===== src/pkg/gpio_port_defines.svh =====
// Constants of the 32-line programmable I/O port: register map, reset images, strap lines.
// Assumes a 32-bit APB with an 8-bit byte address; each register takes one aligned word.
`ifndef GPIO_PORT_DEFINES_SVH
`define GPIO_PORT_DEFINES_SVH

// Number of lines and width of one line group.
`define LINE_COUNT 32
`define GROUP_WIDTH 16
`define ADDR_WIDTH 8

// Byte addresses of the registers; low words hold lines 0-15, high words lines 16-31.
`define ADDR_MODE_LO 8'h00
`define ADDR_MODE_HI 8'h04
`define ADDR_DIR_LO 8'h08
`define ADDR_DIR_HI 8'h0c
`define ADDR_OUT_LO 8'h10
`define ADDR_OUT_HI 8'h14
`define ADDR_PIN_LO 8'h18
`define ADDR_PIN_HI 8'h1c
`define ADDR_ODRAIN_LO 8'h20
`define ADDR_ODRAIN_HI 8'h24
`define ADDR_STRAP 8'h28

// Reset images: every line is mode 0; direction 1 except lines 4-9, which keep the shared use.
`define RST_MODE 32'h00000000
`define RST_DIR 32'hfffffc0f
`define RST_OUT 32'h00000000
`define RST_ODRAIN 32'h00000000

// Lines whose weak pull is fixed as pull-down; every other line pulls up.
`define PULL_DOWN_LINES 32'h00c00402

// Lines sampled after reset to pick the clock multiplier.
`define STRAP_A_LINE 29
`define STRAP_B_LINE 26

`endif


===== src/pkg/gpio_port_pkg.sv =====
// Types of the 32-line programmable I/O port.
// Assumes the constants header sits beside it on the include path.
`include "gpio_port_defines.svh"

package gpio_port_pkg;

	// Line-wide vector type.
	typedef logic [`LINE_COUNT-1:0] line_vec_type;

	// Complete state of the port, registered as one word.
	typedef struct packed {
		line_vec_type mode;
		line_vec_type dir;
		line_vec_type outLevel;
		line_vec_type openDrain;
		line_vec_type pinOut;
		line_vec_type pinOe;
		line_vec_type pullUpEn;
		line_vec_type pullDownEn;
		line_vec_type periphIn;
		logic [31:0] prdata;
		logic pready;
		logic pslverr;
		logic strapA;
		logic strapB;
		logic strapValid;
	} state_type;

endpackage


===== src/design/pin_input_sync.sv =====
// Two-stage synchroniser for a vector of asynchronous pin levels.
// Assumes each bit is an independent level; no reset, the chain settles in two edges.
`timescale 1ns/1ps

module pin_input_sync #(
	parameter int WIDTH = `LINE_COUNT
) (
	input wire logic mclk,
	input wire logic [WIDTH-1:0] asyncIn,
	output logic [WIDTH-1:0] syncOut
);

	// Elaboration check on the width.
	if (WIDTH < 1) begin : g_bad_width
		$error("pin_input_sync needs at least one bit");
	end

	// One chain per bit; the first stage feeds only the second.
	for (genvar i = 0; i < WIDTH; i++) begin : g_bit
		logic meta_ff; // First stage, may be metastable.
		logic sync_ff; // Second stage, safe to use.
		always_ff @(posedge mclk) begin
			meta_ff <= asyncIn[i];
			sync_ff <= meta_ff;
		end
		assign syncOut[i] = sync_ff;
	end

endmodule // pin_input_sync


===== src/design/programmable_io_line_port.sv =====
// Programmable I/O line port: 32 pins, each shared, input or output, with APB registers.
// Assumes pins arrive asynchronously; the shared peripheral runs on mclk.
//
// Contract
// - Thirty-two lines, each usable as software I/O.
// - Mode and direction bit pair choose function.
// - Pull polarity fixed per line, only presence selectable.
// - A line can be an open-drain output.
// - Reset gives fixed per-line defaults.
// - Pin read returns one 16-line group.
// - Written level drives pin only in output.
// - Lines 26 and 29 sampled at reset.
// - Mode and direction held in 16-bit registers.
//
// The implementer's own choices: register access over APB and the address map.
`timescale 1ns/1ps

module programmable_io_line_port
	import gpio_port_pkg::line_vec_type;
#(
	parameter int LINES = `LINE_COUNT
) (
	input wire logic mclk,
	input wire logic rst_n,
	input wire logic psel,
	input wire logic penable,
	input wire logic pwrite,
	input wire logic [`ADDR_WIDTH-1:0] paddr,
	input wire logic [31:0] pwdata,
	output logic [31:0] prdata,
	output logic pready,
	output logic pslverr,
	input wire gpio_port_pkg::line_vec_type pinIn,
	output gpio_port_pkg::line_vec_type pinOut,
	output gpio_port_pkg::line_vec_type pinOe,
	output gpio_port_pkg::line_vec_type pullUpEn,
	output gpio_port_pkg::line_vec_type pullDownEn,
	input wire gpio_port_pkg::line_vec_type periphOut,
	input wire gpio_port_pkg::line_vec_type periphOe,
	output gpio_port_pkg::line_vec_type periphIn,
	output logic clockMultiplierStrapA,
	output logic clockMultiplierStrapB,
	output logic strapValid
);
	import gpio_port_pkg::*;

	// The group split, strap lines and reset images are built for exactly 32 lines.
	if (LINES != `LINE_COUNT) begin : g_bad_lines
		$error("programmable_io_line_port serves exactly 32 lines");
	end

	// Image of the whole state under reset.
	localparam state_type ST_RESET = '{
		mode: `RST_MODE,
		dir: `RST_DIR,
		outLevel: `RST_OUT,
		openDrain: `RST_ODRAIN,
		pinOut: '0,
		pinOe: '0,
		pullUpEn: `RST_DIR & ~`PULL_DOWN_LINES,
		pullDownEn: `RST_DIR & `PULL_DOWN_LINES,
		periphIn: '0,
		prdata: '0,
		pready: 1'b0,
		pslverr: 1'b0,
		strapA: 1'b0,
		strapB: 1'b0,
		strapValid: 1'b0
	};

	// Group width as an integer constant for slicing the line vectors into groups.
	localparam int GW = `GROUP_WIDTH;

	state_type st_ff; // Registered state.
	state_type nxt_st; // Next state from the combinational process.
	line_vec_type syncPin; // Pin levels after two flip-flops.
	line_vec_type sharedMask; // Lines left to the shared function.
	line_vec_type inputMask; // Lines in either input mode.
	line_vec_type pullMask; // Lines in input mode with the weak pull.
	line_vec_type pushMask; // Lines driven push-pull.
	line_vec_type drainMask; // Lines driven open-drain.
	line_vec_type pinRead; // Input levels masked to input lines.
	logic [31:0] readWord; // Word returned by the addressed register.
	logic addrHit; // The address names a register.
	logic addrReadOnly; // The address names a read-only register.
	logic accessNow; // Access phase waiting for the answer.
	logic doWrite; // A write completes at this edge.

	// Pins come from the board and pass two flip-flops before use.
	pin_input_sync #(
		.WIDTH(LINES)
	) u_pin_sync (
		.mclk(mclk),
		.asyncIn(pinIn),
		.syncOut(syncPin)
	);

	// Decode of each line's function and the next state of the whole port.
	always_comb begin
		nxt_st = st_ff;
		// Mode 0 dir 0 shared, dir 1 selects input, mode 1 dir 0 output.
		sharedMask = ~st_ff.mode & ~st_ff.dir;
		inputMask = st_ff.dir;
		pullMask = ~st_ff.mode & st_ff.dir;
		pushMask = st_ff.mode & ~st_ff.dir & ~st_ff.openDrain;
		drainMask = st_ff.mode & ~st_ff.dir & st_ff.openDrain;
		pinRead = syncPin & inputMask;

		// Shared lines follow the peripheral; push-pull output lines carry the written level.
		nxt_st.pinOut = (periphOut & sharedMask) | (st_ff.outLevel & pushMask);
		// An open-drain line only ever pulls low, and only when the level is 0.
		nxt_st.pinOe = (periphOe & sharedMask) | pushMask
			| (drainMask & ~st_ff.outLevel);
		// Software turns the pull on or off; its polarity is fixed per line.
		nxt_st.pullUpEn = pullMask & ~`PULL_DOWN_LINES;
		nxt_st.pullDownEn = pullMask & `PULL_DOWN_LINES;
		// The shared peripheral always sees the pin level.
		nxt_st.periphIn = syncPin;

		// Capture the straps once, on the first edge after reset release.
		if (!st_ff.strapValid) begin
			nxt_st.strapA = syncPin[`STRAP_A_LINE];
			nxt_st.strapB = syncPin[`STRAP_B_LINE];
			nxt_st.strapValid = 1'b1;
		end

		// Register read decode; bit n of a group word is line n of the group.
		addrHit = 1'b1;
		addrReadOnly = 1'b0;
		case (paddr)
			`ADDR_MODE_LO: begin
				readWord = {16'h0000, st_ff.mode[GW-1:0]};
			end
			`ADDR_MODE_HI: begin
				readWord = {16'h0000, st_ff.mode[LINES-1:GW]};
			end
			`ADDR_DIR_LO: begin
				readWord = {16'h0000, st_ff.dir[GW-1:0]};
			end
			`ADDR_DIR_HI: begin
				readWord = {16'h0000, st_ff.dir[LINES-1:GW]};
			end
			`ADDR_OUT_LO: begin
				readWord = {16'h0000, st_ff.outLevel[GW-1:0]};
			end
			`ADDR_OUT_HI: begin
				readWord = {16'h0000, st_ff.outLevel[LINES-1:GW]};
			end
			`ADDR_PIN_LO: begin
				readWord = {16'h0000, pinRead[GW-1:0]};
				addrReadOnly = 1'b1;
			end
			`ADDR_PIN_HI: begin
				readWord = {16'h0000, pinRead[LINES-1:GW]};
				addrReadOnly = 1'b1;
			end
			`ADDR_ODRAIN_LO: begin
				readWord = {16'h0000, st_ff.openDrain[GW-1:0]};
			end
			`ADDR_ODRAIN_HI: begin
				readWord = {16'h0000, st_ff.openDrain[LINES-1:GW]};
			end
			`ADDR_STRAP: begin
				readWord = {29'h0, st_ff.strapValid, st_ff.strapB, st_ff.strapA};
				addrReadOnly = 1'b1;
			end
			default: begin
				// Unmapped addresses read zero and answer with an error.
				readWord = 32'h0000_0000;
				addrHit = 1'b0;
			end
		endcase

		// One wait state: ready rises in the first access cycle, done in the second.
		accessNow = psel && penable && !st_ff.pready;
		doWrite = psel && penable && st_ff.pready && pwrite && addrHit && !addrReadOnly;
		nxt_st.pready = accessNow;
		nxt_st.pslverr = accessNow && (!addrHit || (pwrite && addrReadOnly));
		if (accessNow && !pwrite) begin
			nxt_st.prdata = readWord;
		end else if (!accessNow) begin
			nxt_st.prdata = 32'h0000_0000;
		end

		// Writes land only at the completing edge; the upper data half is ignored.
		if (doWrite) begin
			case (paddr)
				`ADDR_MODE_LO: begin
					nxt_st.mode[GW-1:0] = pwdata[GW-1:0];
				end
				`ADDR_MODE_HI: begin
					nxt_st.mode[LINES-1:GW] = pwdata[GW-1:0];
				end
				`ADDR_DIR_LO: begin
					nxt_st.dir[GW-1:0] = pwdata[GW-1:0];
				end
				`ADDR_DIR_HI: begin
					nxt_st.dir[LINES-1:GW] = pwdata[GW-1:0];
				end
				`ADDR_OUT_LO: begin
					nxt_st.outLevel[GW-1:0] = pwdata[GW-1:0];
				end
				`ADDR_OUT_HI: begin
					nxt_st.outLevel[LINES-1:GW] = pwdata[GW-1:0];
				end
				`ADDR_ODRAIN_LO: begin
					nxt_st.openDrain[GW-1:0] = pwdata[GW-1:0];
				end
				`ADDR_ODRAIN_HI: begin
					nxt_st.openDrain[LINES-1:GW] = pwdata[GW-1:0];
				end
				default: begin
					// Read-only and unmapped addresses store nothing.
					nxt_st.mode = nxt_st.mode;
				end
			endcase
		end
	end

	// State register with synchronous reset to the per-line defaults.
	always_ff @(posedge mclk) begin
		if (!rst_n) begin
			st_ff <= ST_RESET;
		end else begin
			st_ff <= nxt_st;
		end
	end

	// Every output comes straight from the state register.
	assign prdata = st_ff.prdata;
	assign pready = st_ff.pready;
	assign pslverr = st_ff.pslverr;
	assign pinOut = st_ff.pinOut;
	assign pinOe = st_ff.pinOe;
	assign pullUpEn = st_ff.pullUpEn;
	assign pullDownEn = st_ff.pullDownEn;
	assign periphIn = st_ff.periphIn;
	assign clockMultiplierStrapA = st_ff.strapA;
	assign clockMultiplierStrapB = st_ff.strapB;
	assign strapValid = st_ff.strapValid;
endmodule // programmable_io_line_port


===== config.mk =====
export PLATFORM = sky130hd
export DESIGN_NAME = programmable_io_line_port
export DESIGN_NICKNAME = d
export VERILOG_FILES = /design/src/pkg/gpio_port_pkg.sv /design/src/design/pin_input_sync.sv /design/src/design/programmable_io_line_port.sv
export VERILOG_INCLUDE_DIRS = /design/src /design/src/pkg
export SDC_FILE = /design/constraint.sdc
export NUM_CORES = 1
export LEC_CHECK = 0
export BUFFER_PORTS_ARGS = -buffer_cell sky130_fd_sc_hd__buf_2
export CELL_PAD_IN_SITES_DETAIL_PLACEMENT = 1
export CELL_PAD_IN_SITES_GLOBAL_PLACEMENT = 2
export CORE_ASPECT_RATIO = 1.25
export CORE_MARGIN = 4
export CORE_UTILIZATION = 29
export CTS_CLUSTER_DIAMETER = 50
export DETAILED_ROUTE_END_ITERATION = 8
export PLACE_DENSITY_LB_ADDON = 0.25
export REMOVE_ABC_BUFFERS = 1
export SYNTH_ARGS = -nofsm -noshare
export SYNTH_HDL_FRONTEND = slang
export SYNTH_SLANG_ARGS = --single-unit

===== constraint.sdc =====
create_clock -name mclk -period 2.1 [get_ports mclk]
set_input_delay 0.21 -clock mclk [delete_from_list [all_inputs] [get_ports mclk]]
set_output_delay 0.21 -clock mclk [all_outputs]
set_load 0.03 [all_outputs]

==> reports/metrics.csv, run 1 <==
metric,value,unit
die-width,204,um
cp_cell_sequence,"nand4_1, nor3_4, and3_1, buf_4, nand2_1, a21boi_0",
grt_start_max_net_pins,85,
setup_viol,0,
grtUsageTotal,18.7,%
combinationalPowerShare,6.7,%
min_delay_path_depth,3,
finalWeightedCongestion,0.805,
dp_slack,-20.8,ps
synth_top_area_cell,sky130_fd_sc_hd__dfxtp_1,
async_reset_ff_share,0,%
global_route_wire_length_before_repair,73900,um
crit_path_end_kind,flip-flop,
ports,338,
num_rows,89,
synth_enable_flop_cells,0,
critical_path_peak_fanout,7,
clock_skew,12.6,ps
initial_utilization,29.4,%
synth.yosys.warnings,0,
leakage,0.00733,uW
synth_area_leaders,"sky130_fd_sc_hd__dfxtp_1, sky130_fd_sc_hd__buf_4, sky130_fd_sc_hd__nand2_1, sky130_fd_sc_hd__mux2i_1, sky130_fd_sc_hd__a21boi_0",
setup_tns,0,ps
finalCritPeriodShare,90.0,%
fmaxAchievable,0.529,GHz
htree_levels,2,
vdd_drop_max,0.000539,V
worstHoldEndpoint,pslverr$_SDFF_PN0_,
gr-total-overflow,0,
min_from,penable,
vias_post_dr,11200,
r2r_setup_slack,210,ps
drt_first_pass_iters,5,
drive_above_1_share,25.3,%
synthToLayoutAreaGrowth,28.4,%
filler_cell_count,5403,
die_height,253,um
die-area,0.0516,mm2
stdcell_count,2428,
synth_seq_cells,341,
required_time_reported_for_the_critical_path_endpoint,2580,ps
placed_cells_incl_taps,2236,
finalHoldViolCount,0,
tritoncts,done,
core,0.0473,mm2
rr_worst_depth,6,
dominantRegCellSynth,sky130_fd_sc_hd__dfxtp_1,
ctsRootBufferMaster,sky130_fd_sc_hd__clkbuf_16,
worst_hold_path_type,in2reg,
fraction_of_power_consumed_by_the_clock_network,49.7,%
wl,49600,um
cp_data_arrival_time,2370,ps
report.final.slew_viol_count,0,
worstReg2RegStart,pready$_SDFF_PN0_,
synthSimpleGateAreaFrac,17.6,%
synth_mux_area_share,5.12,%
detailed_place_hpwl,35300,um
tritoncts_num_sinks,341,
powerDensity,851,mW/mm2
capturing_point_of_the_worst_reg2reg_path,st_ff[218]$_SDFFE_PN0P_,
critical-path-max-stage-delay,420,ps
swShare,24.2,%
post-synth-top-count-cell,sky130_fd_sc_hd__dfxtp_1,
routed_wire_length_per_instance,20.4,um
drc,0,
p_total,15200,uW
clk-insertion-delay-late,560,ps
synth_top_area_share,49.1,%
antenna_left,0,
grt_setup_unrepaired,no,
grt_pass1_vias,12000,
port_buffers,273,
timing.final.crit_period,1890,ps
yosys-top-cells-count,"sky130_fd_sc_hd__dfxtp_1, sky130_fd_sc_hd__nand2_1, sky130_fd_sc_hd__buf_4",
syn-mean-instance-area,9.39,um2
finished_core_util,37.7,%
synth.cell_area,0.0139,mm2
critPathLaunch,pready$_SDFF_PN0_,
synth_top_family_by_area,simple AND/OR/NAND/NOR gates,
detail_route.iter0.violations,498,
clock_buffers_created_by_tritoncts,42,
ys_types,56,
seq_area_frac_synth,49.1,%
synth-xor-area-share,0,%
cts.repair.resized,0,
critPathKind,reg2reg,
synthesis.instances,1481,
synth_compound_area_share,14.0,%
internal_power,11500,uW
slowest_stage,sky130_fd_sc_hd__dfxtp_1,
startpoint_type,flip-flop,
power.net_switching,3670,uW
synth_adder_area_share,0.0720,%
status,completed,
antenna_found_initial,4,
cts.clk_slew.worst_paths,60,ps
worst_setup_margin,210,ps
clockBufferDepth,3,
max_cap_viol_count,0,
nNetsFinal,1897,
via_per_inst,4.61,
sequentialPowerShare,43.6,%
-- what timing repair did --
item                      in CTS  in global routing
setup buffers                  0                  0
hold buffers                 113                  0
hold endpoints to repair     173                  0
-- registers in the layout, indices dropped and copies added, names as in the netlist --
register	cells
clockMultiplierStrapA	1
clockMultiplierStrapB	1
inputMask	32
periphIn	32
pinOe	32
pinOut	32
prdata	16
pready	1
pslverr	1
pullDownEn	4
pullUpEn	28
st_ff	96
strapValid	1
u_pin_sync.g_bit.meta_ff	32
u_pin_sync.g_bit.sync_ff	32
-- area by class of cell --
type,instances,area (um2),area share [%]
sequential,341,6830,38.2
multi-input combinational,877,5350,30.0
timing repair buffer,464,3300,18.5
clock buffer,53,1220,6.81
tap,637,797,4.46
clock inverter,25,250,1.40
inverter,30,113,0.630
antenna,1,2.50,0.0140
-- layout by cell type, fill, tap and decap left out, types with 9 or more instances in the layout --
cell                            Yosys  layout
sky130_fd_sc_hd__nor3_1            14      13
sky130_fd_sc_hd__mux2i_1           61      61
sky130_fd_sc_hd__conb_1             1      48
sky130_fd_sc_hd__buf_4            192      61
sky130_fd_sc_hd__buf_12             2      17
sky130_fd_sc_hd__dlygate4sd3_1      0     113
sky130_fd_sc_hd__o22ai_1            9       9
sky130_fd_sc_hd__o21ai_0           51      51
sky130_fd_sc_hd__o211ai_1          44      44
sky130_fd_sc_hd__buf_2             28     272
sky130_fd_sc_hd__nand2_1          208     208
sky130_fd_sc_hd__nor2b_1           55      55
sky130_fd_sc_hd__nor2_1            44      43
sky130_fd_sc_hd__a22oi_1           12      12
sky130_fd_sc_hd__a21oi_1           55      55
sky130_fd_sc_hd__and2_1            34      32
sky130_fd_sc_hd__nand2b_1          39      39
sky130_fd_sc_hd__clkbuf_16          0      45
sky130_fd_sc_hd__a21boi_0          52      52
sky130_fd_sc_hd__inv_1             29      29
sky130_fd_sc_hd__dfxtp_1          341     341
sky130_fd_sc_hd__nand3_1           13      12
sky130_fd_sc_hd__nand3b_1          32      32
sky130_fd_sc_hd__a311oi_1          33      33
-- routing by layer --
metal | global-route usage [%] | vias to the layer above | routed length [um]
met5 | 0 | - | 41
met4 | 4.86 | 6 | 1100
met3 | 3.80 | 74 | 2570
met2 | 33.0 | 288 | 24600
met1 | 23.4 | 5448 | 21300
li1 | - | 5375 | -
-- worst max-delay path, delay by kind of cell, from the launching register on --
kind,cells,cell delay [ps]
simple gates,4,1020
compound gates,1,160
buf+inv,1,220
flops,1,420
-- how the worst max path moves through the flow --
stage               cells after the start  slack [ps]                   endpoint
finish                                  6         210    st_ff[218]$_SDFFE_PN0P_
global route                            6          70    st_ff[221]$_SDFFE_PN0P_
CTS                                     6         230    st_ff[218]$_SDFFE_PN0P_
detailed placement                      7         -20    st_ff[299]$_SDFFE_PN0P_
global placement                        7          20    st_ff[308]$_SDFFE_PN0P_
floorplan                               4        -860  inputMask[4]$_SDFFE_PN0P_
-- power by group through the flow --
stage	registers, uW	logic [uW]	clock network [uW]
after floorplan	6860	279	0
after global placement	6780	848	0
after detailed placement	6780	855	0
after CTS	6640	1020	7770
after global routing	6650	1090	8000
final	6640	1020	7550
-- per-stage QoR --
stage	hold slack, ps	instance area, um2
after global routing	86.6	17900
after global placement	310	15300
after floorplan	238	12200
final	83.0	17900
after CTS	49.0	17900
after detailed placement	313	15300
-- kinds of logic after synthesis --
kind of cell	after synthesis
other cells	1
simple gates	473
mux	69
buf+inv	310
flops	341
fa+ha+maj	1
compound gates	286
Note: power is estimated with default switching activity, not from simulation.
==> run 2: changes to the inputs <==
--- a/config.mk
+++ b/config.mk
@@ -11,7 +11,7 @@
 export CELL_PAD_IN_SITES_GLOBAL_PLACEMENT = 2
 export CORE_ASPECT_RATIO = 1.25
 export CORE_MARGIN = 4
-export CORE_UTILIZATION = 29
+export CORE_UTILIZATION = 27
 export CTS_CLUSTER_DIAMETER = 50
 export DETAILED_ROUTE_END_ITERATION = 8
 export PLACE_DENSITY_LB_ADDON = 0.25
==> run 2 against run 1 <==
Net effect:
- critical path depth rose by 2
- first-iteration DRC count decreased by 3.8%
- final cell count rose by 1.4%
- maximum frequency decreased by 1.1%
- flip-flop and latch count unchanged
- clock-buffer cell count grew 6
==> reports/metrics.csv, run 2 (synthesis results as in run 1) <==
metric,value,unit,change
die-width,211,um,was 204 um
largest_register_ffs,96,,unchanged
leakage,0.00744,uW,was 0.00733 uW
powerDensity,877,mW/mm2,was 851 mW/mm2
worst_setup_margin,189,ps,was 210 ps
nNetsFinal,1907,,was 1897
dp_slack,-154,ps,was -20.8 ps
setup_viol,0,,unchanged
vias_post_dr,11300,,was 11200
clk-insertion-delay-late,570,ps,was 560 ps
routed_wire_length_per_instance,20.7,um,was 20.4 um
layout_common_cells,"sky130_fd_sc_hd__dfxtp_1, sky130_fd_sc_hd__buf_2, sky130_fd_sc_hd__nand2_1",,unchanged
slew_at_the_pin_with_the_worst_max_slew_slack,661,ps,
fraction_of_power_consumed_by_the_clock_network,51.7,%,was 49.7%
crit_family,simple AND/OR/NAND/NOR gates,,unchanged
critical_path_depth,8,,was 6
detail_route.iter0.violations,479,,was 498
initial_utilization,27.4,%,was 29.4%
rr_worst_depth,8,,was 6
slowest_stage,sky130_fd_sc_hd__dfxtp_1,,unchanged
htree_levels,2,,unchanged
worstReg2RegStart,pready$_SDFF_PN0_,,unchanged
crit_path_end_kind,flip-flop,,unchanged
grtUsageTotal,18.0,%,was 18.7%
die-area,0.0552,mm2,was 0.0516 mm2
vdd_drop_max,0.000526,V,was 0.000539 V
worst_hold_path_type,in2reg,,unchanged
drc,0,,unchanged
ports,338,,unchanged
fin_area,0.0181,mm2,was 0.0179 mm2
wl,51100,um,was 49600 um
port_buffers,273,,unchanged
critical-path-max-stage-delay,420,ps,about the same
status,completed,,unchanged
num_rows,92,,was 89
placed_cells_incl_taps,2257,,was 2236
min_from,penable,,unchanged
worstHoldEndpoint,pslverr$_SDFF_PN0_,,unchanged
clockBufferDepth,3,,unchanged
r2r_setup_slack,190,ps,was 210 ps
drt_first_pass_iters,4,,was 5
finalCritPeriodShare,91.0,%,was 90.0%
critical_path.n_buffers_inverters,3,,was 1
drive_above_1_share,25.4,%,was 25.3%
path_common_cell,sky130_fd_sc_hd__buf_4,,
antenna_found_initial,4,,unchanged
grt_setup_unrepaired,no,,unchanged
tritoncts,done,,unchanged
core,0.0508,mm2,was 0.0473 mm2
cp_cell_sequence,"nand4_1, buf_4, nor3_4, buf_4, and3_1, buf_12, nand2_1, a21boi_0",,"was nand4_1, nor3_4, and3_1, buf_4, nand2_1, a21boi_0"
sequentialPowerShare,41.8,%,was 43.6%
finished_core_util,35.6,%,was 37.7%
internal_power,12100,uW,was 11500 uW
report.final.slew_viol_count,0,,unchanged
cts.clk_slew.worst_paths,60,ps,about the same
tritoncts_num_sinks,341,,unchanged
capturing_point_of_the_worst_reg2reg_path,st_ff[260]$_SDFFE_PN0P_,,was st_ff[218]$_SDFFE_PN0P_
combinationalPowerShare,6.5,%,was 6.7%
filler_cell_count,5788,,was 5403
required_time_reported_for_the_critical_path_endpoint,2590,ps,was 2580 ps
gr-total-overflow,0,,unchanged
layout.cells.most_common,sky130_fd_sc_hd__dfxtp_1,,unchanged
stdcell_count,2462,,was 2428
grt_start_max_net_pins,55,,was 85
swShare,23.9,%,was 24.2%
clock_skew,14.9,ps,was 12.6 ps
via_per_inst,4.57,,was 4.61
critPathKind,reg2reg,,unchanged
clock_buffers_created_by_tritoncts,45,,was 42
startpoint_type,flip-flop,,unchanged
synthToLayoutAreaGrowth,30.1,%,was 28.4%
timing.final.crit_period,1910,ps,was 1890 ps
slew_margin_rel,55.8,%,
ctsRootBufferMaster,sky130_fd_sc_hd__clkbuf_16,,unchanged
grt_pass1_vias,11900,,was 12000
max_cap_viol_count,0,,unchanged
power.net_switching,3790,uW,was 3670 uW
antenna_left,0,,unchanged
min_delay_path_depth,3,,unchanged
finalWeightedCongestion,0.783,,was 0.805
detailed_place_hpwl,36400,um,was 35300 um
critical_path_peak_fanout,11,,was 7
detailed_place.area,0.0153,mm2,about the same
global_route_wire_length_before_repair,75000,um,was 73900 um
fmaxAchievable,0.523,GHz,was 0.529 GHz
die_height,262,um,was 253 um
finalHoldViolCount,0,,unchanged
cp_data_arrival_time,2400,ps,was 2370 ps
regMostFlops,st_ff,,unchanged
run 2: stage by stage:
step                      total power, uW  hold WS (ps)  setup TNS, ps
final                               15900           112              0
after global routing                16500           112              0
after CTS                           16100          58.1              0
after detailed placement             7650           313          -2750
after global placement               7640           311           -578
after floorplan                      7140           238         -69900
run 2: area by class of cell:
cell class              count  area [um2]  share of cell area (%)
clock buffers              59        1270                    7.03
inverters                  30         113                   0.622
repair buffers            471        3370                    18.6
flip-flops and latches    341        6830                    37.7
diodes                      3        7.51                  0.0415
clock inverters            23         328                    1.81
well taps                 658         823                    4.55
multi-input cells         877        5350                    29.6
run 2: what timing repair did:
action / CTS / global route
setup endpoints to repair: 0 / 32
gates resized for setup: 0 / 0
hold buffers: 115 / 0
buffers inserted: 0 / 5
hold endpoints to repair: 185 / 0
run 2: metal layers:
layer	vias to the layer above	global-route usage, %	share of wire, %
li1	5383	-	-
met1	5499	22.4	43
met2	288	31.1	49
met3	83	3.61	5.2
met4	2	5.87	3.0
met5	-	0	0.025
run 2: power by group through the flow:
stage | Sequential, uW | Combinational (uW) | Clock, uW
2_1_floorplan | 6860 | 279 | 0
3_3_place_gp | 6780 | 862 | 0
3_5_place_dp | 6780 | 868 | 0
4_1_cts | 6640 | 1040 | 8470
5_1_grt | 6640 | 1110 | 8750
6_report | 6640 | 1030 | 8210
run 2: worst max path at each step:
stage | from | end
2_1_floorplan | paddr[2] | inputMask[4]$_SDFFE_PN0P_
3_3_place_gp | paddr[7] | st_ff[204]$_SDFFE_PN0P_
3_5_place_dp | paddr[7] | st_ff[201]$_SDFFE_PN0P_
4_1_cts | pready$_SDFF_PN0_ | st_ff[201]$_SDFFE_PN0P_
5_1_grt | pready$_SDFF_PN0_ | st_ff[201]$_SDFFE_PN0P_
6_report | pready$_SDFF_PN0_ | st_ff[260]$_SDFFE_PN0P_
run 2: worst reg2reg max path, cell delays in order, from the launching register on:
cell	delay [ps]
sky130_fd_sc_hd__dfxtp_1	420
sky130_fd_sc_hd__nand4_1	120
sky130_fd_sc_hd__buf_4	180
sky130_fd_sc_hd__nor3_4	300
sky130_fd_sc_hd__buf_4	180
sky130_fd_sc_hd__and3_1	210
sky130_fd_sc_hd__buf_12	180
sky130_fd_sc_hd__nand2_1	70
sky130_fd_sc_hd__a21boi_0	180
